<file path="config.mk">
export PLATFORM = sky130hd
export DESIGN_NAME = synth_modulator_control_regs
export DESIGN_NICKNAME = d
export VERILOG_FILES = /design/src/core/synth_ctrl_pkg.sv /design/src/core/synth_modulator_control_regs.sv /design/src/core/pin_sync.sv /design/src/core/control_decode.sv
export SDC_FILE = /design/constraint.sdc
export NUM_CORES = 1
export LEC_CHECK = 0
export ABC_AREA = 1
export ABC_CLOCK_PERIOD_IN_PS = 3160
export BUFFER_PORTS_ARGS = -buffer_cell sky130_fd_sc_hd__buf_2
export CELL_PAD_IN_SITES_DETAIL_PLACEMENT = 1
export CELL_PAD_IN_SITES_GLOBAL_PLACEMENT = 1
export CORE_MARGIN = 5
export CORE_UTILIZATION = 46
export DETAILED_ROUTE_END_ITERATION = 10
export GPL_TIMING_DRIVEN = 0
export PLACE_DENSITY = 0.87
export SETUP_SLACK_MARGIN = 0.2
export SYNTH_ARGS = -nofsm -noshare
export SYNTH_HDL_FRONTEND = slang
export SYNTH_SLANG_ARGS = --single-unit
</file>
<file path="constraint.sdc">
create_clock -name clk_sys -period 3.16 [get_ports clk_sys]
set_input_delay 0.316 -clock clk_sys [delete_from_list [all_inputs] [get_ports clk_sys]]
set_output_delay 0.316 -clock clk_sys [all_outputs]
set_load 0.01 [all_outputs]
</file>
<file path="src/core/synth_ctrl_pkg.sv">
// Purpose: shared constants, map and helpers of the synthesizer/modulator control bank
// Assumes: 7-bit register addresses, 16-bit registers, 24-bit serial frames
// Notes: offsets are word addresses on the serial port
package synth_ctrl_pkg;
  localparam int NUM_REGS = 6;
  localparam int REG_W = 16;
  localparam int ADDR_W = 7;
  localparam int CMD_BITS = 8;
  localparam int CNT_W = 5;
  // ******************************************
  // register map
  // ******************************************
  localparam logic [6:0] PUMP_CONTROL_OFFSET = 7'h20;
  localparam logic [6:0] PHASE_DETECTOR_CONTROL_OFFSET = 7'h21;
  localparam logic [6:0] OSCILLATOR_CONTROL_OFFSET = 7'h22;
  localparam logic [6:0] BALUN_TUNING_OFFSET = 7'h30;
  localparam logic [6:0] LINEARIZER_CONTROL_OFFSET = 7'h31;
  localparam logic [6:0] MODULATOR_TRIM_CONTROL_OFFSET = 7'h32;
  localparam logic [2:0] IDX_PUMP = 3'h0;
  localparam logic [2:0] IDX_PFD = 3'h1;
  localparam logic [2:0] IDX_OSC = 3'h2;
  localparam logic [2:0] IDX_BALUN = 3'h3;
  localparam logic [2:0] IDX_LIN = 3'h4;
  localparam logic [2:0] IDX_MOD = 3'h5;
  // index 5 down to 0
  localparam logic [NUM_REGS-1:0][REG_W-1:0] REGS_RESET =
    {16'h0900, 16'h1101, 16'h0000, 16'h2a03, 16'h000b, 16'h0c26};
  // reserved bits stay zero
  localparam logic [NUM_REGS-1:0][REG_W-1:0] REGS_MASK =
    {16'h7fff, 16'h1fff, 16'h00ff, 16'hffff, 16'h007f, 16'h7c3f};
  // ******************************************
  // field positions
  // ******************************************
  localparam int PUMP_SRC_BIT = 14;
  localparam int PUMP_COARSE_LSB = 10;
  localparam int BLEED_LSB = 0;
  localparam int BLEED_SRC_BIT = 5;
  localparam int REF_MUX_LSB = 4;
  localparam int PFD_POL_BIT = 3;
  localparam int REF_RATIO_LSB = 0;
  localparam int R4_LSB = 12;
  localparam int R2_LSB = 8;
  localparam int AMP_LSB = 6;
  localparam int DRV_HALF_BIT = 5;
  localparam int EIGHTH_BIT = 4;
  localparam int QUARTER_BIT = 3;
  localparam int CORE_LSB = 0;
  localparam int COUT_LSB = 4;
  localparam int CIN_LSB = 0;
  localparam int RSEL_LSB = 6;
  localparam int CSEL_LSB = 0;
  localparam int MODULATOR_BLEED_CURRENT_LSB = 12;
  localparam int POLQ_LSB = 10;
  localparam int POLI_LSB = 8;
  localparam int QTRIM_LSB = 4;
  localparam int ITRIM_LSB = 0;
  // ******************************************
  // code values
  // ******************************************
  localparam logic [3:0] COARSE_250 = 4'h1;
  localparam logic [3:0] COARSE_500 = 4'h3;
  localparam logic [3:0] COARSE_750 = 4'h7;
  localparam logic [3:0] COARSE_1000 = 4'hf;
  localparam logic [10:0] UA_250 = 11'h0fa;
  localparam logic [10:0] UA_500 = 11'h1f4;
  localparam logic [10:0] UA_750 = 11'h2ee;
  localparam logic [10:0] UA_1000 = 11'h3e8;
  localparam logic [3:0] DIV_BASE = 4'h2;
  localparam logic [3:0] DIV_QUARTER = 4'h4;
  localparam logic [3:0] DIV_EIGHTH = 4'h8;
  localparam logic [2:0] REF_MUX_LOCK = 3'h0;
  localparam logic [2:0] REF_MUX_MAX = 3'h6;
  localparam logic [2:0] REF_RATIO_MAX = 3'h4;
  localparam logic [2:0] CORE_MAX = 3'h4;
  localparam logic [1:0] AMP_MAX = 2'h2;

  typedef enum logic [2:0] {ST_IDLE, ST_COMMAND, ST_WRITE, ST_READ, ST_DONE} spi_state_t;

  // {hit, index}
  function automatic logic [3:0] reg_lookup(input logic [ADDR_W-1:0] a);
    case (a)
      PUMP_CONTROL_OFFSET: reg_lookup = {1'b1, IDX_PUMP};
      PHASE_DETECTOR_CONTROL_OFFSET: reg_lookup = {1'b1, IDX_PFD};
      OSCILLATOR_CONTROL_OFFSET: reg_lookup = {1'b1, IDX_OSC};
      BALUN_TUNING_OFFSET: reg_lookup = {1'b1, IDX_BALUN};
      LINEARIZER_CONTROL_OFFSET: reg_lookup = {1'b1, IDX_LIN};
      MODULATOR_TRIM_CONTROL_OFFSET: reg_lookup = {1'b1, IDX_MOD};
      default: reg_lookup = 4'h0;
    endcase
  endfunction : reg_lookup

  // only 01 and 10 are meaningful polarity codes
  function automatic logic pol_valid(input logic [1:0] c);
    pol_valid = c[1] ^ c[0];
  endfunction : pol_valid
endpackage : synth_ctrl_pkg

</file>
<file path="src/core/synth_modulator_control_regs.sv">
// Purpose: serial-port reached control bank of the modulator and synthesizer
// Assumes: sclk at most clk_sys/8; 24-bit frames, MSB first, rw bit then 7-bit address
// Notes: pins pass two flops; read MSB is driven on the eighth rising sclk, later read bits change on falling sclk
// Functional notes
// (RULE1) pump_control bit 14 picks internal (0) or external (1) pump; resets 0
// (RULE2) coarse current bits 13:10 map 1,3,7,F to 250..1000 uA; resets 3
// (RULE3) ref mux bits 6:4 routes lock, temperature, ref and ref ratios; resets 0
// (RULE4) ref input ratio bits 2:0 multiply or divide reference; resets 3
// (RULE5) oscillator regulator r4 select in bits 15:12, resets 2
// (RULE6) oscillator regulator r2 select in bits 11:8, resets A
// (RULE7) external LO amplitude bits 7:6 choose three levels; resets 0
// (RULE8) bit 5 enables halving for the external LO driver; resets 0
// (RULE9) bit 4 adds a halving stage for total LO division of eight
// (RULE10) bit 3 adds a halving stage for total LO division of four
// (RULE11) oscillator core select bits 2:0 pick four cores or external LO; resets 3
// (RULE12) balun output capacitance bits 7:4, minimum to maximum; resets 0
// (RULE13) balun input capacitance bits 3:0, minimum to maximum; resets 0
// (RULE14) linearizer resistor select bits 12:6, resets 0x44
// (RULE15) linearizer capacitor select bits 5:0, resets 0x01
// (RULE16) q polarity bits 11:10, 01 inverted, 10 normal; resets 2
// (RULE17) i polarity bits 9:8, 01 normal, 10 inverted; resets 1
// (RULE18) q sideband trim in modulator trim bits 7:4, resets 0
// (RULE19) i sideband trim in modulator trim bits 3:0, resets 0
// (RULE20) bleed top bit sink/source, low five bits magnitude, zero is none
// (RULE21) detector polarity bit 3, 0 positive, 1 negative; modulator bleed 14:12
// (RULE22) lock indication reaches the reference output when mux code is 000
`timescale 1ns/1ps
module synth_modulator_control_regs (
  input wire logic clk_sys, // 10 MHz system clock
  input wire logic rst_n, // async reset, low
  input wire logic spi_cs_n, // serial select, low
  input wire logic spi_sclk, // serial clock pin
  input wire logic spi_sdio_in, // serial data pin level
  output logic spi_sdio_out, // serial read data
  output logic spi_sdio_oe, // high while driving sdio
  input wire logic lock_indication, // lock detect from PLL
  output logic ref_output_lock, // lock routed to ref output
  output logic pump_source_select, // 0 internal, 1 external
  output logic [3:0] pump_coarse_current, // coarse current code
  output logic [5:0] pump_bleed_current, // bleed code
  output logic [2:0] ref_output_select, // ref output mux
  output logic phase_detector_polarity, // 0 positive, 1 negative
  output logic [2:0] ref_input_ratio, // ref multiply/divide
  output logic [3:0] oscillator_regulator_r4_select, // regulator r4
  output logic [3:0] oscillator_regulator_r2_select, // regulator r2
  output logic [1:0] external_lo_amplitude, // LO driver level
  output logic lo_driver_halving_enable, // driver /2
  output logic lo_path_eighth_enable, // LO path to /8
  output logic lo_path_quarter_enable, // LO path to /4
  output logic [2:0] oscillator_core_select, // core or external LO
  output logic [3:0] balun_output_capacitance, // balun cout
  output logic [3:0] balun_input_capacitance, // balun cin
  output logic [6:0] linearizer_resistor_select, // linearizer r
  output logic [5:0] linearizer_capacitor_select, // linearizer c
  output logic [2:0] modulator_bleed_current, // modulator bleed
  output logic [1:0] q_channel_polarity, // q polarity code
  output logic [1:0] i_channel_polarity, // i polarity code
  output logic [3:0] q_sideband_trim, // q sideband nulling
  output logic [3:0] i_sideband_trim, // i sideband nulling
  output logic [10:0] pump_current_ua, // decoded pump current
  output logic bleed_source, // decoded bleed direction
  output logic [4:0] bleed_steps, // decoded bleed steps
  output logic bleed_active, // bleed nonzero
  output logic [3:0] lo_division, // total LO division
  output logic setting_invalid // undefined code present
);
  import synth_ctrl_pkg::*;
  // ******************************************
  // pin synchronisers
  // ******************************************
  logic [3:0] pins_s;
  logic cs_s;
  logic sclk_s;
  logic sdi_s;
  logic lock_s;
  pin_sync #(.W(4), .RST_VAL(4'h1)) u_sync (
    .clk_sys(clk_sys),
    .rst_n(rst_n),
    .d({lock_indication, spi_sdio_in, spi_sclk, spi_cs_n}),
    .q(pins_s)
  );
  assign cs_s = pins_s[0];
  assign sclk_s = pins_s[1];
  assign sdi_s = pins_s[2];
  assign lock_s = pins_s[3];
  // ******************************************
  // state
  // ******************************************
  typedef struct packed {
    spi_state_t state;
    logic [CNT_W-1:0] cnt;
    logic [REG_W-1:0] shift;
    logic [2:0] widx;
    logic [REG_W-1:0] wdata;
    logic commit;
    logic sclk_q;
    logic sdo;
    logic oe;
    logic lock_route;
    logic first;
    logic [NUM_REGS-1:0][REG_W-1:0] regs;
  } bank_t;
  localparam bank_t BANK_RST = '{state: ST_IDLE, cnt: '0, shift: '0, widx: '0, wdata: '0,
    commit: 1'b0, sclk_q: 1'b0, sdo: 1'b0, oe: 1'b0, lock_route: 1'b0, first: 1'b1,
    regs: REGS_RESET};
  bank_t st;
  bank_t next_st;
  logic sclk_rise;
  logic sclk_fall;
  logic [3:0] look;
  logic [REG_W-1:0] word_in;
  assign sclk_rise = sclk_s & ~st.sclk_q;
  assign sclk_fall = ~sclk_s & st.sclk_q;
  assign word_in = {st.shift[REG_W-2:0], sdi_s};
  // command byte is {rw, addr}; addr completes with the eighth bit
  assign look = reg_lookup({st.shift[ADDR_W-2:0], sdi_s});
  // ******************************************
  // frame engine
  // ******************************************
  always_comb begin
    next_st = st;
    next_st.commit = 1'b0;
    next_st.first = 1'b0;
    next_st.sclk_q = sclk_s;
    // lock only appears on the ref output for mux code 000
    next_st.lock_route = lock_s && (st.regs[IDX_PFD][REF_MUX_LSB +: 3] == REF_MUX_LOCK); // see RULE22
    if (cs_s) begin
      // deselect aborts any frame; a partial write never lands
      next_st.state = ST_IDLE;
      next_st.oe = 1'b0;
      next_st.cnt = '0;
    end else begin
      case (st.state)
        ST_IDLE: begin
          next_st.state = ST_COMMAND;
          next_st.cnt = '0;
        end
        ST_COMMAND: begin
          if (sclk_rise) begin
            next_st.shift = word_in;
            next_st.cnt = st.cnt + 1'b1;
            if (st.cnt == CNT_W'(CMD_BITS - 1)) begin
              next_st.cnt = '0;
              next_st.widx = look[2:0];
              if (st.shift[ADDR_W-1]) begin
                // unmapped reads return zero
                next_st.state = ST_READ;
                next_st.shift = look[3] ? st.regs[look[2:0]] : '0;
                next_st.sdo = look[3] ? st.regs[look[2:0]][REG_W-1] : 1'b0;
                next_st.oe = 1'b1;
              end else begin
                next_st.state = look[3] ? ST_WRITE : ST_DONE;
              end
            end
          end
        end
        ST_WRITE: begin
          if (sclk_rise) begin
            next_st.shift = word_in;
            next_st.cnt = st.cnt + 1'b1;
            if (st.cnt == CNT_W'(REG_W - 1)) begin
              // reserved bits are dropped here so they always read zero
              next_st.regs[st.widx] = word_in & REGS_MASK[st.widx]; // see RULE1, RULE5, RULE14, RULE21
              next_st.wdata = word_in;
              next_st.commit = 1'b1;
              next_st.state = ST_DONE;
            end
          end
        end
        ST_READ: begin
          if (sclk_rise) begin
            next_st.cnt = st.cnt + 1'b1;
          end else if (sclk_fall && st.cnt != '0) begin
            if (st.cnt == CNT_W'(REG_W)) begin
              next_st.oe = 1'b0;
              next_st.state = ST_DONE;
            end else begin
              next_st.sdo = st.shift[REG_W-2];
              next_st.shift = {st.shift[REG_W-2:0], 1'b0};
            end
          end
        end
        ST_DONE: begin
          next_st.state = ST_DONE;
        end
        default: begin
          next_st.state = ST_IDLE;
        end
      endcase
    end
  end
  always_ff @(posedge clk_sys or negedge rst_n) begin
    if (!rst_n) begin
      st <= BANK_RST;
    end else begin
      st <= next_st;
    end
  end
  // ******************************************
  // field outputs
  // ******************************************
  assign spi_sdio_out = st.sdo;
  assign spi_sdio_oe = st.oe;
  assign ref_output_lock = st.lock_route;
  assign pump_source_select = st.regs[IDX_PUMP][PUMP_SRC_BIT]; // see RULE1
  assign pump_coarse_current = st.regs[IDX_PUMP][PUMP_COARSE_LSB +: 4]; // see RULE2
  assign pump_bleed_current = st.regs[IDX_PUMP][BLEED_LSB +: 6]; // see RULE20
  assign ref_output_select = st.regs[IDX_PFD][REF_MUX_LSB +: 3]; // see RULE3
  assign phase_detector_polarity = st.regs[IDX_PFD][PFD_POL_BIT]; // see RULE21
  assign ref_input_ratio = st.regs[IDX_PFD][REF_RATIO_LSB +: 3]; // see RULE4
  assign oscillator_regulator_r4_select = st.regs[IDX_OSC][R4_LSB +: 4]; // see RULE5
  assign oscillator_regulator_r2_select = st.regs[IDX_OSC][R2_LSB +: 4]; // see RULE6
  assign external_lo_amplitude = st.regs[IDX_OSC][AMP_LSB +: 2]; // see RULE7
  assign lo_driver_halving_enable = st.regs[IDX_OSC][DRV_HALF_BIT]; // see RULE8
  assign lo_path_eighth_enable = st.regs[IDX_OSC][EIGHTH_BIT]; // see RULE9
  assign lo_path_quarter_enable = st.regs[IDX_OSC][QUARTER_BIT]; // see RULE10
  assign oscillator_core_select = st.regs[IDX_OSC][CORE_LSB +: 3]; // see RULE11
  assign balun_output_capacitance = st.regs[IDX_BALUN][COUT_LSB +: 4]; // see RULE12
  assign balun_input_capacitance = st.regs[IDX_BALUN][CIN_LSB +: 4]; // see RULE13
  assign linearizer_resistor_select = st.regs[IDX_LIN][RSEL_LSB +: 7]; // see RULE14
  assign linearizer_capacitor_select = st.regs[IDX_LIN][CSEL_LSB +: 6]; // see RULE15
  assign modulator_bleed_current = st.regs[IDX_MOD][MODULATOR_BLEED_CURRENT_LSB +: 3]; // see RULE21
  assign q_channel_polarity = st.regs[IDX_MOD][POLQ_LSB +: 2]; // see RULE16
  assign i_channel_polarity = st.regs[IDX_MOD][POLI_LSB +: 2]; // see RULE17
  assign q_sideband_trim = st.regs[IDX_MOD][QTRIM_LSB +: 4]; // see RULE18
  assign i_sideband_trim = st.regs[IDX_MOD][ITRIM_LSB +: 4]; // see RULE19
  // ******************************************
  // decode
  // ******************************************
  control_decode u_decode (
    .clk_sys(clk_sys),
    .rst_n(rst_n),
    .pump_coarse_current(pump_coarse_current),
    .pump_bleed_current(pump_bleed_current),
    .lo_path_quarter_enable(lo_path_quarter_enable),
    .lo_path_eighth_enable(lo_path_eighth_enable),
    .ref_output_select(ref_output_select),
    .ref_input_ratio(ref_input_ratio),
    .oscillator_core_select(oscillator_core_select),
    .external_lo_amplitude(external_lo_amplitude),
    .q_channel_polarity(q_channel_polarity),
    .i_channel_polarity(i_channel_polarity),
    .pump_current_ua(pump_current_ua),
    .bleed_source(bleed_source),
    .bleed_steps(bleed_steps),
    .bleed_active(bleed_active),
    .lo_division(lo_division),
    .setting_invalid(setting_invalid)
  );
  // ******************************************
  // checks
  // ******************************************
  a_reset_pump: assert property (@(posedge clk_sys) disable iff (!rst_n) // see RULE1
    st.first |-> !pump_source_select && pump_coarse_current == 4'h3 && pump_bleed_current == 6'h26)
    else $error("pump control not at reset value");
  a_reset_osc: assert property (@(posedge clk_sys) disable iff (!rst_n) // see RULE5
    st.first |-> oscillator_regulator_r4_select == 4'h2 && oscillator_regulator_r2_select == 4'ha &&
      oscillator_core_select == 3'h3)
    else $error("oscillator control not at reset value");
  a_reset_lin: assert property (@(posedge clk_sys) disable iff (!rst_n) // see RULE14
    st.first |-> linearizer_resistor_select == 7'h44 && linearizer_capacitor_select == 6'h01)
    else $error("linearizer not at reset value");
  a_reset_pol: assert property (@(posedge clk_sys) disable iff (!rst_n) // see RULE16
    st.first |-> q_channel_polarity == 2'h2 && i_channel_polarity == 2'h1 && phase_detector_polarity)
    else $error("polarity fields not at reset value");
  a_write_lands: assert property (@(posedge clk_sys) disable iff (!rst_n) // see RULE19
    st.commit |-> st.regs[st.widx] == (st.wdata & REGS_MASK[st.widx]) && $past(st.state) == ST_WRITE)
    else $error("written word not stored");
  a_regs_hold: assert property (@(posedge clk_sys) disable iff (!rst_n) // see RULE12
    !st.commit |-> $stable(st.regs))
    else $error("register changed without a write");
  a_reserved_zero: assert property (@(posedge clk_sys) disable iff (!rst_n) // see RULE21
    (st.regs & ~REGS_MASK) == '0)
    else $error("reserved bit set");
  a_lock_route: assert property (@(posedge clk_sys) disable iff (!rst_n) // see RULE22
    (lock_s && ref_output_select == REF_MUX_LOCK) |=> ref_output_lock)
    else $error("lock not routed on code 000");
  a_release_sdio: assert property (@(posedge clk_sys) disable iff (!rst_n) // see RULE3
    cs_s |=> !spi_sdio_oe)
    else $error("sdio driven while deselected");
  // st.first is high only at the first edge out of reset, so these check the power-on map once per reset
  a_reset_ref: assert property (@(posedge clk_sys) disable iff (!rst_n) // see RULE4
    st.first |-> ref_output_select == REF_MUX_LOCK && ref_input_ratio == 3'h3)
    else $error("reference fields not at reset value");
  a_reset_lo: assert property (@(posedge clk_sys) disable iff (!rst_n) // see RULE7
    st.first |-> external_lo_amplitude == 2'h0 && !lo_driver_halving_enable && !lo_path_eighth_enable &&
      !lo_path_quarter_enable)
    else $error("LO path fields not at reset value");
  a_reset_balun: assert property (@(posedge clk_sys) disable iff (!rst_n) // see RULE13
    st.first |-> balun_output_capacitance == 4'h0 && balun_input_capacitance == 4'h0)
    else $error("balun fields not at reset value");
  a_reset_trim: assert property (@(posedge clk_sys) disable iff (!rst_n) // see RULE18
    st.first |-> q_sideband_trim == 4'h0 && i_sideband_trim == 4'h0 && modulator_bleed_current == 3'h0)
    else $error("trim fields not at reset value");
  a_lock_block: assert property (@(posedge clk_sys) disable iff (!rst_n) // see RULE22
    (ref_output_select != REF_MUX_LOCK) |=> !ref_output_lock)
    else $error("lock routed on another mux code");
  c_write: cover property (@(posedge clk_sys) disable iff (!rst_n) st.commit);
  c_read: cover property (@(posedge clk_sys) disable iff (!rst_n) $rose(spi_sdio_oe));
  c_lock: cover property (@(posedge clk_sys) disable iff (!rst_n) $rose(ref_output_lock));
  c_abort: cover property (@(posedge clk_sys) disable iff (!rst_n) st.state == ST_WRITE && cs_s);
endmodule : synth_modulator_control_regs

</file>
<file path="src/core/pin_sync.sv">
// Purpose: two-stage synchroniser for asynchronous pins
// Assumes: pins idle at the given reset level
// Notes: first stage feeds only the second
`timescale 1ns/1ps
module pin_sync #(
  parameter int W = 4,
  parameter logic [W-1:0] RST_VAL = '0
) (
  input wire logic clk_sys, // system clock
  input wire logic rst_n, // async reset, low
  input wire logic [W-1:0] d, // raw pins
  output logic [W-1:0] q // synchronised
);
  typedef struct packed {
    logic [W-1:0] s1;
    logic [W-1:0] s2;
  } sync_t;
  sync_t st;
  sync_t next_st;
  always_comb begin
    next_st.s1 = d;
    next_st.s2 = st.s1;
  end
  always_ff @(posedge clk_sys or negedge rst_n) begin
    if (!rst_n) begin
      st <= {RST_VAL, RST_VAL};
    end else begin
      st <= next_st;
    end
  end
  assign q = st.s2;
endmodule : pin_sync

</file>
<file path="src/core/control_decode.sv">
// Purpose: registered decode of analog control fields into readable quantities
// Assumes: fields come from flops on the same clock
// Notes: one cycle behind the register bank
`timescale 1ns/1ps
module control_decode (
  input wire logic clk_sys, // system clock
  input wire logic rst_n, // async reset, low
  input wire logic [3:0] pump_coarse_current, // coarse code
  input wire logic [5:0] pump_bleed_current, // bleed code
  input wire logic lo_path_quarter_enable, // extra /2 to /4
  input wire logic lo_path_eighth_enable, // extra /2 to /8
  input wire logic [2:0] ref_output_select, // ref mux code
  input wire logic [2:0] ref_input_ratio, // ref ratio code
  input wire logic [2:0] oscillator_core_select, // core code
  input wire logic [1:0] external_lo_amplitude, // amp code
  input wire logic [1:0] q_channel_polarity, // q pol code
  input wire logic [1:0] i_channel_polarity, // i pol code
  output logic [10:0] pump_current_ua, // pump current, uA
  output logic bleed_source, // 1 source, 0 sink
  output logic [4:0] bleed_steps, // bleed in 15.625 uA steps
  output logic bleed_active, // nonzero bleed
  output logic [3:0] lo_division, // total LO division
  output logic setting_invalid // some field holds an undefined code
);
  import synth_ctrl_pkg::*;
  typedef struct packed {
    logic [10:0] ua;
    logic src;
    logic [4:0] steps;
    logic active;
    logic [3:0] div;
    logic bad;
  } dec_t;
  dec_t st;
  dec_t next_st;
  always_comb begin
    next_st = st;
    case (pump_coarse_current) // see RULE2
      COARSE_250: next_st.ua = UA_250;
      COARSE_500: next_st.ua = UA_500;
      COARSE_750: next_st.ua = UA_750;
      COARSE_1000: next_st.ua = UA_1000;
      default: next_st.ua = '0;
    endcase
    next_st.src = pump_bleed_current[BLEED_SRC_BIT]; // see RULE20
    next_st.steps = pump_bleed_current[BLEED_SRC_BIT-1:0];
    next_st.active = |pump_bleed_current[BLEED_SRC_BIT-1:0];
    if (lo_path_eighth_enable) begin // see RULE9
      next_st.div = DIV_EIGHTH;
    end else if (lo_path_quarter_enable) begin // see RULE10
      next_st.div = DIV_QUARTER;
    end else begin
      next_st.div = DIV_BASE;
    end
    next_st.bad = (next_st.ua == '0) || (ref_output_select > REF_MUX_MAX) ||
      (ref_input_ratio > REF_RATIO_MAX) || (oscillator_core_select > CORE_MAX) ||
      (external_lo_amplitude > AMP_MAX) || !pol_valid(q_channel_polarity) ||
      !pol_valid(i_channel_polarity);
  end
  always_ff @(posedge clk_sys or negedge rst_n) begin
    if (!rst_n) begin
      st <= '{ua: UA_500, src: 1'b1, steps: 5'h06, active: 1'b1, div: DIV_BASE, bad: 1'b0};
    end else begin
      st <= next_st;
    end
  end
  assign pump_current_ua = st.ua;
  assign bleed_source = st.src;
  assign bleed_steps = st.steps;
  assign bleed_active = st.active;
  assign lo_division = st.div;
  assign setting_invalid = st.bad;

  a_coarse_map: assert property (@(posedge clk_sys) disable iff (!rst_n) // see RULE2
    (pump_coarse_current == COARSE_1000) |=> (pump_current_ua == UA_1000))
    else $error("coarse code 1111 not 1000 uA");
  a_bleed_zero: assert property (@(posedge clk_sys) disable iff (!rst_n) // see RULE20
    (pump_bleed_current[4:0] == 5'h00) |=> !bleed_active && bleed_steps == 5'h00)
    else $error("zero bleed magnitude still active");
  a_lo_divide: assert property (@(posedge clk_sys) disable iff (!rst_n) // see RULE10
    (lo_path_quarter_enable && !lo_path_eighth_enable) |=> (lo_division == DIV_QUARTER))
    else $error("quarter path not dividing by four");
endmodule : control_decode

</file>
* Yosys cells after proc, flatten, opt, wreduce, memory -nomap -nowiden
Memories as Yosys holds them, arrays and structs flattened.
Index checks and enable logic that the tools add are counted.
** Word-level totals
- Bits in registers :: 156
- ROM bits :: 128
- Input port bits :: 6
- Output and inout bits :: 96
- Memories kept :: 1
** Cells by class
- $add $sub $neg :: 1
- $lt $le $gt $ge :: 7
- Eq/ne operators :: 33
- Mux-type cells :: 39
- Bitwise operators :: 8
- Reductions and logical operators :: 27
** Memories
- (no name shown) :: depth 8, width 16, read ports 1, clocked after Yosys merged registers in 0, wr ports 0, RTL line synth_modulator_control_regs.sv:163 : next_st.regs[st.widx] = word_in & REGS_MASK[st.widx];
** Operators with widths (count)
- bitwise mux 96 bit :: 1
- 2-to-1 mux 16 bit :: 5
- 2-to-1 mux 27 bit :: 2
- binary-select mux 16 bit (select 3 bit) :: 1
- demux 16 bit (select 3 bit) :: 1
- 2-to-1 mux 15 bit :: 3
- one-hot mux 15 bit (3 select lines) :: 1
- equality test 7 x 6 -> 1 bit, second input constant :: 6
- one-hot mux 10 bit (4 select lines) :: 1
- inequality test 3 x 2 -> 1 bit, second input constant :: 9
- 2-to-1 mux 24 bit :: 1
- one-hot mux 4 bit (6 select lines) :: 1
- 2-to-1 mux 3 bit :: 7
- AND reduction 7 bit :: 3
- one-hot mux 5 bit (4 select lines) :: 1
- bitwise AND 16 bit :: 1
- one-hot mux 3 bit (5 select lines) :: 1
- inequality test 2 bit, second input constant :: 7
- AND reduction 4 bit :: 3
- logical NOT 11 bit :: 1
- 2-to-1 mux 2 bit :: 5
- nonzero test 5 bit :: 2
- greater-than comparator 3 bit, second input constant :: 3
- < comparator 3 x 4 -> 1 bit, second input constant :: 2
- 29 further kinds :: 47

* Logic depth before layout (Yosys ltp)
Gate-level depths: netlist of run 1.
- Word-level depth :: 10
- Depth in mapped cells :: 15
- Depth with buffers taken out :: 13

* By module
From an unflattened synthesis of run 1, not the netlist that was laid out.
** Second synthesis, totals
- Cells, all modules :: 1023
- Area total of the unflattened synthesis :: 8081.5 µm²
** Modules (own cells, without submodules)
- synth_modulator_control_regs :: instances 1, cells an instance 949, area each 7184.4 µm², sequential area each 3175.5 µm²
- control_decode :: instances 1, cells an instance 66, area each 694.4 µm², sequential area each 461.7 µm²
- pin_sync :: instances 1, cells an instance 8, area each 202.7 µm², sequential area each 202.7 µm²

* Worst setup path before layout of run 1
No wires, ideal clock.
- Path kind :: reg2reg
- From :: register st[137] (netlist bit)
- To :: register st[59] (netlist bit)
- Library setup time :: 129 ps
- Arrival :: 1762 ps
- Data required time :: 3031 ps
- Setup slack :: 1269 ps
- Cell stages (with the launch flop) :: 12
- Path buffers :: 2
- Cell sequence :: dfrtp_1 ha_1 nand2_1 nor2_1 ha_1 nand2_1 nor3_4 nand3_1 buf_2 buf_6 nand2_1 o21ai_1
** On the way
- Longest elaborated chain between the ends :: 2
** Ends and longest elaborated chain
- start, declared :: RTL line synth_modulator_control_regs.sv:106 : bank_t st;
- start signal, assigned :: RTL line synth_modulator_control_regs.sv:196 : st <= next_st;
- equality test 5 x 4 -> 1 bit :: RTL line synth_modulator_control_regs.sv:161 : if (st.cnt == CNT_W'(REG_W - 1)) begin
- AND reduction 4 bit (no source line)
Every way passes these cells.
A chain may end at the register's enable or synchronous reset.

* Worst setup path after layout of run 1
- From :: register st[137] (netlist bit)
- To :: register st (netlist bit q_channel_polarity[0])
The elaborated chain is that of the path after synthesis.

==> key figures, run 1 <==
Status
  – Status: completed

STA
  – Final slew viol count: 0
  – Fin crit share: 0.7831
  – RSZ-0062 raised after global routing: no
  – Max_slew headroom: 0.4992
  – Final hold vios: 0
  – Hold slack final: 348.8 ps
  – Min cycle time layout: 2475 ps
  – Fmax: 0.4041 GHz
  – Slew @ Worst Pin: 751.3 ps
  – Final Skew: 12.04 ps
  – Final setup violation count: 0

Clocking
  – Worst-path clk slew: 70 ps
  – PostCTS Resize Cnt: 0
  – CTS tree: yes
  – Deepest level of the CTS H-tree: 4
  – CTS buffer count: 17
  – Post-CTS Setup Bufs: 0
  – Clk buf depth: 2
  – Clock sinks: 152
  – Hold-fix buffers at CTS: 5
  – Root buffer cell: clkbuf_16
  – Clk Latency, worst-skew pair: 440 ps

Worst setup path
  – WS Path Type: reg2reg
  – R2R Path Start: st[137]
  – CP required: 3440 ps
  – WP data arrival: 2760 ps
  – Worst R2R End: q_channel_polarity[0]
  – FF-to-FF setup slack: 690 ps
  – Crit path max fanout: 10
  – Worst setup path start: st[137]
  – CP Capture Point: q_channel_polarity[0]
  – Reg2reg path depth: 10
  – CP endpoint kind: register
  – Startpoint class of the critical path: register

Place
  – Number of I/O port buffers: 98
  – Dpl hpwl: 18,450 microns
  – Placer Congestion: 0.9011
  – Total placed cells including tap cells: 1,312

Yosys
  – Top cells by instance count after synthesis: nand2_1 (280), dfrtp_1 (123), inv_1 (100), nand3_1 (100), buf_4 (71)
  – Synth area leaders: dfrtp_1 (39%), nand2_1 (13%), dfstp_2 (9.7%)
  – Synthesized area per cell: 7.894 sq um
  – Primary FF master, synth: dfrtp_1
  – Cells after synthesis: 991
  – Top cell type by total area after synthesis: dfrtp_1
  – Share of flip-flops with an asynchronous set or reset: 1.000
  – Post-synth EDFFs: 0
  – Post-synth top area share: 0.3935
  – Mapped Area: 0.007823 sq mm
  – Seq cells post-synth: 152
  – Count leader, synth: nand2_1
  – Yosys warns: 0
  – Seq/Total Area, Yosys: 0.4909
  – Count of cell types in the netlist: 35

Floorplanning
  – Core area: 0.01664 sq mm
  – Initial core utilization: 0.4700
  – Die height: 140.4 microns
  – I/O pins: 102
  – Die span in x: 140.4 microns
  – Die area: 0.01971 sq mm
  – Site row count: 47

Power
  – Pwr dens: 578.9 mW/mm^2
  – Cell leakage power: 4.880 nW
  – VDD IR-drop max: 0.3645 mV

Drt
  – Final WL: 26,260 microns
  – Wl on met1: 10,910 microns
  – Vias/cell: 5.460
  – Drt drc: 0
  – Final ANT Viol Nets: 0
  – Met2 wire length: 12,970 microns
  – Highest Signal Layer: met4
  – Metal3 WL: 1475 microns
  – Vias: 7,366
  – Initial DRC Count: 556
  – Drt first pass iters: 5
  – WL per Instance: 19.47 microns

Cells and area
  – Share of cells above drive strength 1: 0.2391
  – Post-route insts no fill: 1,349
  – Finished Core Util: 0.5591
  – ANT cells: 0
  – Area growth from synthesis to layout: 18.94%
  – Nets: 1,126

Flow run
  – Maximum capacitance violations: 0

GRT
  – Tot GR Track Use: 0.2711
  – Largest net degree at the start of global routing: 81
  – Number of global-route vias before repair: 7,754
  – First-pass GRT wire length: 42,250 microns
  – Grt total ovfl: 0
  – Initial antenna violation count: 0

Worst hold path
  – Min-delay worst type: reg2reg
-- layer usage --
metal	global-route usage	up-vias
met3	0.03885	73
met5	0	-
met4	0.1076	0
li1	-	3339
met1	0.3476	3692
met2	0.4630	262
-- placed cells by master (no fill, tap or decap), types with 39 or more instances in the layout --
cell     Yosys  routed
a21oi_1     50      50
buf_4       71      71
nor2_1      39      39
o21ai_0     39      39
nand3_1    100     100
nand2_1    280     280
inv_1      100     100
buf_2       18     115
dfrtp_1    123     123
o21ai_1     67      67
-- kinds of logic after synthesis --
family | count (synthesis) | share of synthesized area
other cells | 1 | 0.0004794
fa+ha+maj | 4 | 0.006398
flops | 152 | 0.4909
buf+inv | 221 | 0.1468
xor+xnor | 2 | 0.002240
mux | 1 | 0.001280
compound gates | 165 | 0.1081
simple gates | 445 | 0.2438
-- how the worst min path moves through the flow --
stage                                 start                          to  slack [ps]  cells after the start
after floorplan                       rst_n  balun_input_capacitance[0]          20                      0
after detailed placement  u_sync.next_st[2]                 u_sync.q[2]         340                      0
after global routing      u_sync.next_st[2]                 u_sync.q[2]         360                      0
after CTS                 u_sync.next_st[1]                 u_sync.q[1]         350                      0
after global placement    u_sync.next_st[3]                 u_sync.q[3]         330                      0
final                     u_sync.next_st[2]                 u_sync.q[2]         350                      0
-- power by group --
| group | internal [mW] | leakage (nW) | switching, mW |
|---|---|---|---|
| clock | 1.33 | 0.300 | 0.887 |
| sequential | 2.06 | 1.96 | 0.122 |
| combinational | 0.261 | 2.62 | 0.723 |
-- registers in the layout, summed over array words and instances (netlist names), 5 cells and up --
register and flops:
linearizer_capacitor_select 6, u_decode.bleed_steps 5, pump_bleed_current 6, linearizer_resistor_select 7, u_decode.pump_current_ua 7, st 53
-- stage by stage --
step / setup TNS (ps) / power, mW / instance area, sq um / worst slack (ps)
after detailed placement: 0 / 3.170 / 8630 / 783.4
after global placement: -58720 / 3.127 / 8596 / -491.7
after global routing: 0 / 5.618 / 9304 / 508.3
after CTS: 0 / 5.392 / 9304 / 716.7
final: 0 / 5.386 / 9304 / 685.3
after floorplan: 0 / 2.803 / 7830 / 1269
-- layout make-up --
class | instances | area [sq um]
buffer | 115 | 750.7
clock buffer | 19 | 432.9
clock inverter | 13 | 191.4
fill | 2076 | 7338
inverter | 106 | 397.9
multi-input combinational | 620 | 2841
sequential | 152 | 3840
tap | 220 | 275.3
timing repair buffer | 104 | 574.3
-- worst max-delay path: stages, from the launching register on --
cell      delay (ps)
dfrtp_1          420
ha_1             230
nand2_1           80
nor2_1           110
ha_1             180
nand2_1           90
nor3_4           340
nand3_1          230
clkbuf_1         350
nand2_1          190
o21ai_1          110
Power figures use the tool's default switching activity.
==> inputs of run 2 (changes only) <==
--- a/config.mk
+++ b/config.mk
@@ -6,15 +6,15 @@
 export NUM_CORES = 1
 export LEC_CHECK = 0
 export ABC_AREA = 1
-export ABC_CLOCK_PERIOD_IN_PS = 3160
+export ABC_CLOCK_PERIOD_IN_PS = 2200
 export BUFFER_PORTS_ARGS = -buffer_cell sky130_fd_sc_hd__buf_2
 export CELL_PAD_IN_SITES_DETAIL_PLACEMENT = 1
 export CELL_PAD_IN_SITES_GLOBAL_PLACEMENT = 1
 export CORE_MARGIN = 5
-export CORE_UTILIZATION = 46
+export CORE_UTILIZATION = 39
 export DETAILED_ROUTE_END_ITERATION = 10
 export GPL_TIMING_DRIVEN = 0
-export PLACE_DENSITY = 0.87
+export PLACE_DENSITY = 0.79
 export SETUP_SLACK_MARGIN = 0.2
 export SYNTH_ARGS = -nofsm -noshare
 export SYNTH_HDL_FRONTEND = slang
==> constraint.sdc (replaced) <==
create_clock -name clk_sys -period 2.2 [get_ports clk_sys]
set_input_delay 0.22 -clock clk_sys [delete_from_list [all_inputs] [get_ports clk_sys]]
set_output_delay 0.22 -clock clk_sys [all_outputs]
set_load 0.01 [all_outputs]
==> key figures, run 2 (synthesis gave the netlist of run 1 again) <==
STA
  – RSZ-0062 raised after global routing: yes
  – Max_slew headroom: 0.5166
  – Final hold vios: 0
  – Fmax: 0.4587 GHz
  – Final Skew: 10.89 ps
  – Final setup violation count: 0
  – Fin crit share: 0.9909
  – Hold slack final: 313.0 ps
  – Final slew viol count: 0
  – Slew @ Worst Pin: 721.9 ps
  – Min cycle time layout: 2180 ps

Cells and area
  – Sequential cell area: 0.003845 sq mm
  – Final Cell Area: 0.01060 sq mm
  – Share of cells above drive strength 1: 0.3704
  – ANT cells: 0
  – Area of the multi-input gates: 0.003309 sq mm
  – Commonest non-fill, non-tap cells in the layout: nand2_1 (231), dfrtp_1 (119), buf_2 (102)
  – Commonest non-fill, non-tap cell in the layout: nand2_1
  – Area growth from synthesis to layout: 35.52%
  – Fillers: 2,322
  – Largest register FFs: 53
  – Nets: 1,166
  – Biggest register: st

Drt
  – Vias/cell: 5.470
  – Drt drc: 0
  – Drt first pass iters: 5
  – Final ANT Viol Nets: 0
  – Vias: 7,844
  – Initial DRC Count: 598
  – Final WL: 31,820 microns
  – WL per Instance: 22.19 microns

Floorplanning
  – Die height: 151.6 microns
  – Die area: 0.02299 sq mm
  – Core area: 0.01959 sq mm
  – Initial core utilization: 0.3993
  – Site row count: 51
  – I/O pins: 102
  – Die span in x: 151.6 microns

GRT
  – Largest net degree at the start of global routing: 96
  – Tot GR Track Use: 0.2438
  – Initial antenna violation count: 0
  – First-pass GRT wire length: 42,440 microns
  – Number of global-route vias before repair: 7,574
  – Grt total ovfl: 0

Power
  – Cell leakage power: 5.449 nW
  – Pwr dens: 778.6 mW/mm^2
  – VDD IR-drop max: 0.6615 mV
  – Pwr Total: 8.254 mW

Place
  – Placed cell areas: 0.008686 sq mm
  – Placer Congestion: 0.8941
  – Dpl hpwl: 18,630 microns
  – Number of I/O port buffers: 98

Worst setup path
  – CP endpoint kind: register
  – WP data arrival: 2520 ps
  – FF-to-FF setup slack: 20 ps
  – Crit path max fanout: 10
  – WS Path Type: reg2reg
  – Startpoint class of the critical path: register
  – CP required: 2540 ps

Worst hold path
  – Min-delay worst type: in2async

Clocking
  – Deepest level of the CTS H-tree: 4
  – Clock sinks: 152
  – CTS tree: yes
  – Clk Latency, worst-skew pair: 440 ps
  – Root buffer cell: clkbuf_16
  – CTS buffer count: 17
  – Clk buf depth: 2
  – Worst-path clk slew: 70 ps

Flow run
  – Maximum capacitance violations: 0

Status
  – Status: completed
==> run 2: through the flow <==
| step | setup TNS, ps | worst slack, ps | instances | utilization |
|---|---|---|---|---|
| final | 0 | 20.03 | 1434 | 0.5412 |
| after global routing | -432.8 | -55.15 | 1434 | 0.5412 |
| after CTS | 0 | 100.5 | 1407 | 0.4947 |
| after detailed placement | -7083 | -186.5 | 1357 | 0.4434 |
| after global placement | -192550 | -1433 | 1356 | 0.4417 |
| after floorplan | 0 | 309.3 | 993 | - |
==> run 2: final cells by class <==
class,count,area share
repair buffers,144,0.09961
multi-input cells,620,0.3122
clock inverters,14,0.01629
inverters,106,0.03942
well taps,265,0.03128
flip-flops and latches,152,0.3627
plain buffers,115,0.09713
clock buffers,18,0.04143
==> run 2: path summary, 6_finish.rpt <==
kind                                   startpoint                              to  cells after the start
worst max-delay path                      st[137]  linearizer_capacitor_select[4]                     10
worst min-delay path                        rst_n     u_decode.pump_current_ua[1]                      2
worst max register to register            st[137]  linearizer_capacitor_select[4]                     10
worst min register to register  u_sync.next_st[1]                     u_sync.q[1]                      0
max in group asynchronous                   rst_n                         st[125]                      3
min in group clk_sys            u_sync.next_st[1]                     u_sync.q[1]                      0
==> run 2: repair_timing <==
| action | in CTS | in global routing |
|---|---|---|
| gates cloned | 2 | 7 |
| endpoints found under the setup margin | 112 | 117 |
| resized for setup | 85 | 180 |
| hold endpoints to repair | 43 | 0 |
| pin swaps | 4 | 14 |
| hold buffers | 5 | 0 |
| buffers inserted | 11 | 20 |
==> run 2: layer usage <==
metal / wire [microns] / GRT usage
met5: 0 / 0
met4: 1840 / 0.1101
met3: 2440 / 0.03986
met2: 15340 / 0.3990
met1: 12200 / 0.3187
==> run 2: worst max-delay path: stages (launching register included) <==
cell and delay, ps:
dfrtp_1 410, ha_2 230, nand2_2 70, nor2_2 130, ha_2 210, nand2_2 70, nor3_4 150, buf_12 170
nand3_2 180, clkbuf_8 250, o21ai_1 220
==> run 2: power breakdown <==
group / leakage [nW] / switching (mW) / internal [mW] / total (mW)
Combinational: 3.19 / 1.33 / 0.608 / 1.93
Sequential: 1.96 / 0.216 / 2.96 / 3.18
Clock: 0.302 / 1.31 / 1.82 / 3.14
Total: 5.45 / 2.86 / 5.40 / 8.25
==> inputs of run 3 (changes only) <==
--- a/config.mk
+++ b/config.mk
@@ -6,16 +6,18 @@
 export NUM_CORES = 1
 export LEC_CHECK = 0
 export ABC_AREA = 1
-export ABC_CLOCK_PERIOD_IN_PS = 2200
+export ABC_CLOCK_PERIOD_IN_PS = 2100
 export BUFFER_PORTS_ARGS = -buffer_cell sky130_fd_sc_hd__buf_2
 export CELL_PAD_IN_SITES_DETAIL_PLACEMENT = 1
 export CELL_PAD_IN_SITES_GLOBAL_PLACEMENT = 1
 export CORE_MARGIN = 5
-export CORE_UTILIZATION = 39
+export CORE_UTILIZATION = 43
 export DETAILED_ROUTE_END_ITERATION = 10
 export GPL_TIMING_DRIVEN = 0
-export PLACE_DENSITY = 0.79
+export HOLD_SLACK_MARGIN = 0.12
+export PLACE_DENSITY = 0.82
 export SETUP_SLACK_MARGIN = 0.2
 export SYNTH_ARGS = -nofsm -noshare
 export SYNTH_HDL_FRONTEND = slang
+export SYNTH_HIERARCHICAL = 1
 export SYNTH_SLANG_ARGS = --single-unit
==> constraint.sdc (replaced) <==
create_clock -name clk_sys -period 2.1 [get_ports clk_sys]
set_input_delay 0.21 -clock clk_sys [delete_from_list [all_inputs] [get_ports clk_sys]]
set_output_delay 0.21 -clock clk_sys [all_outputs]
set_load 0.01 [all_outputs]
==> key figures, run 3 <==
Worst setup path
  – Worst setup path start: st[137]
  – Crit path max fanout: 10
  – WP data arrival: 2660 ps
  – CP required: 2430 ps
  – R2R Path Start: st[137]
  – Startpoint class of the critical path: register
  – WS Path Type: reg2reg
  – CP endpoint kind: register

Drt
  – Met2 wire length: 18,600 microns
  – Initial DRC Count: 911
  – Wl on met1: 14,260 microns
  – Vias: 8,809
  – WL per Instance: 26.78 microns
  – Highest Signal Layer: met4
  – Final ANT Viol Nets: 0
  – Drt drc: 0
  – Vias/cell: 6.013
  – Metal3 WL: 3401 microns
  – Final WL: 39,240 microns
  – Drt first pass iters: 6

STA
  – Fin crit share: 1.109
  – Final hold vios: 0
  – Final Skew: 9.704 ps
  – Final slew viol count: 0
  – Slew @ Worst Pin: 812.2 ps
  – Post-route setup slack: -228.4 ps
  – Fmax: 0.4295 GHz
  – RSZ-0062 raised after global routing: yes
  – Max_slew headroom: 0.4585
  – Final setup violation count: 46
  – Min cycle time layout: 2328 ps

Floorplanning
  – Die span in x: 147.1 microns
  – Initial core utilization: 0.4349
  – Die height: 147.1 microns
  – I/O pins: 102
  – Site row count: 50
  – Core area: 0.01858 sq mm
  – Die area: 0.02164 sq mm

Yosys
  – Synthesized area per cell: 7.900 sq um
  – Top cells by instance count after synthesis: nand2_1 (315), dfrtp_1 (123), inv_1 (94), nand3_1 (75), buf_4 (74)
  – Synth area leaders: dfrtp_1 (38%), nand2_1 (15%), dfstp_2 (9.4%)
  – Seq cells post-synth: 152
  – Post-synth EDFFs: 0
  – Post-synth top area share: 0.3809
  – Seq/Total Area, Yosys: 0.4752
  – Count leader, synth: nand2_1
  – Mapped Area: 0.008082 sq mm
  – Cells after synthesis: 1,023
  – Yosys warns: 6
  – Top cell type by total area after synthesis: dfrtp_1
  – Primary FF master, synth: dfrtp_1
  – Count of cell types in the netlist: 47
  – Share of flip-flops with an asynchronous set or reset: 1.000

GRT
  – Largest net degree at the start of global routing: 87
  – Tot GR Track Use: 0.2771
  – Initial antenna violation count: 0
  – Grt total ovfl: 0
  – First-pass GRT wire length: 46,460 microns
  – Number of global-route vias before repair: 8,266

Cells and area
  – Nets: 1,228
  – Post-route insts no fill: 1,465
  – Finished Core Util: 0.6206
  – Biggest register: st
  – Final Cell Area: 0.01153 sq mm
  – Commonest non-fill, non-tap cell in the layout: nand2_1
  – Share of cells above drive strength 1: 0.4972
  – Commonest non-fill, non-tap cells in the layout: nand2_1 (201), dfrtp_1 (117), buf_4 (110)
  – Fillers: 2,145
  – ANT cells: 0
  – Largest register FFs: 53
  – Area growth from synthesis to layout: 42.69%

Clocking
  – CTS buffer count: 17
  – Root buffer cell: clkbuf_16
  – Deepest level of the CTS H-tree: 4
  – Clock sinks: 152
  – Worst-path clk slew: 70 ps
  – Clk buf depth: 2
  – Clk Latency, worst-skew pair: 450 ps
  – CTS tree: yes

Place
  – Placer Congestion: 0.8891
  – Total placed cells including tap cells: 1,358
  – Number of I/O port buffers: 98
  – Dpl hpwl: 18,870 microns
  – Placed cell areas: 0.008906 sq mm

Flow run
  – Maximum capacitance violations: 0

Status
  – Status: finished, violations left
  – Failing checks: negative setup slack

Power
  – Pwr Total: 9.080 mW
  – Cell leakage power: 5.684 nW
  – Pwr dens: 787.4 mW/mm^2
  – VDD IR-drop max: 0.4893 mV

Worst hold path
  – Worst Min Path Start: u_sync/next_st[1]
  – Min-delay worst type: reg2reg
==> run 3: cell types whose count changed after synthesis, sizes merged, moves of 2 or more <==
cell / change
a21oi: -18
clkbuf: -5
nand2: +39
nand3: -24
nand4: -2
nor2: +42
nor3b: -2
nor4: +2
o21ai: -4
xor2: -2
==> run 3: area by class of cell <==
type | count | area [sq um] | share of cell area
Buffer | 112 | 1110 | 0.09624
Clock buffer | 17 | 425.4 | 0.03689
Clock inverter | 15 | 123.9 | 0.01074
Inverter | 105 | 431.7 | 0.03743
Multi-Input combinational cell | 656 | 3963 | 0.3436
Sequential cell | 152 | 3847 | 0.3337
Tap cell | 234 | 292.8 | 0.02539
Timing Repair Buffer | 174 | 1338 | 0.1160
==> run 3: logic make-up (layout without fill, tap and decap cells) <==
logic type | count (synthesis) | after routing | synth area share
compound gates | 147 | 147 | 0.1009
fa+ha+maj | 4 | 4 | 0.006193
buf+inv | 217 | 423 | 0.1505
flops | 152 | 152 | 0.4752
other cells | 1 | 3 | 0.0004640
simple gates | 502 | 502 | 0.2668
==> run 3: timing repair <==
action,CTS,global route
hold buffers,5,0
cloned,8,5
hold endpoints to repair,70,0
gates resized for setup,152,289
setup endpoints to repair,123,123
setup buffers,23,34
pin swaps,2,44
==> run 3: layer usage <==
metal / vias up / track usage
met5: - / 0
met2: 654 / 0.4597
met1: 4376 / 0.3381
met3: 226 / 0.06786
met4: 0 / 0.1370
li1: 3553 / -
==> run 3: path summary, 6_finish.rpt <==
check	end	slack, ps	cells after the start
worst max-delay path	oscillator_regulator_r4_select[3]	-230	12
worst min-delay path	u_sync/q[1]	350	0
worst max register to register	oscillator_regulator_r4_select[3]	-230	12
worst min register to register	u_sync/q[1]	350	0
max in group asynchronous	i_channel_polarity[0]	820	3
min in group asynchronous	u_sync/next_st[3]	400	2
==> run 3: stage by stage <==
| step | setup TNS (ps) | hold WS [ps] | setup slack (ps) |
|---|---|---|---|
| global placement | -200750 | 315.5 | -1441 |
| floorplan | 0 | -85.59 | 247.3 |
| CTS | 0 | 351.1 | 27.12 |
| detailed placement | -17060 | 316.8 | -321.6 |
| global route | -7216 | 360.5 | -276.0 |
| finish | -4369 | 350.9 | -228.4 |
==> run 3: power breakdown <==
part | internal, mW | switching (mW) | leakage (nW)
Sequential | 3.11 | 0.251 | 1.95
Combinational | 0.872 | 1.85 | 3.46
Clock | 1.54 | 1.47 | 0.268
Total | 5.51 | 3.57 | 5.68
==> run 3: worst max-delay path, stage by stage (launching register included) <==
cell     delay (ps)
dfrtp_1         410
ha_4            180
nand2_4          60
nor2_2           80
ha_2            190
inv_2            50
nor3_4          200
inv_2           110
nor4_4          370
inv_2           190
buf_6           190
nand2_1         110
o21ai_1          80
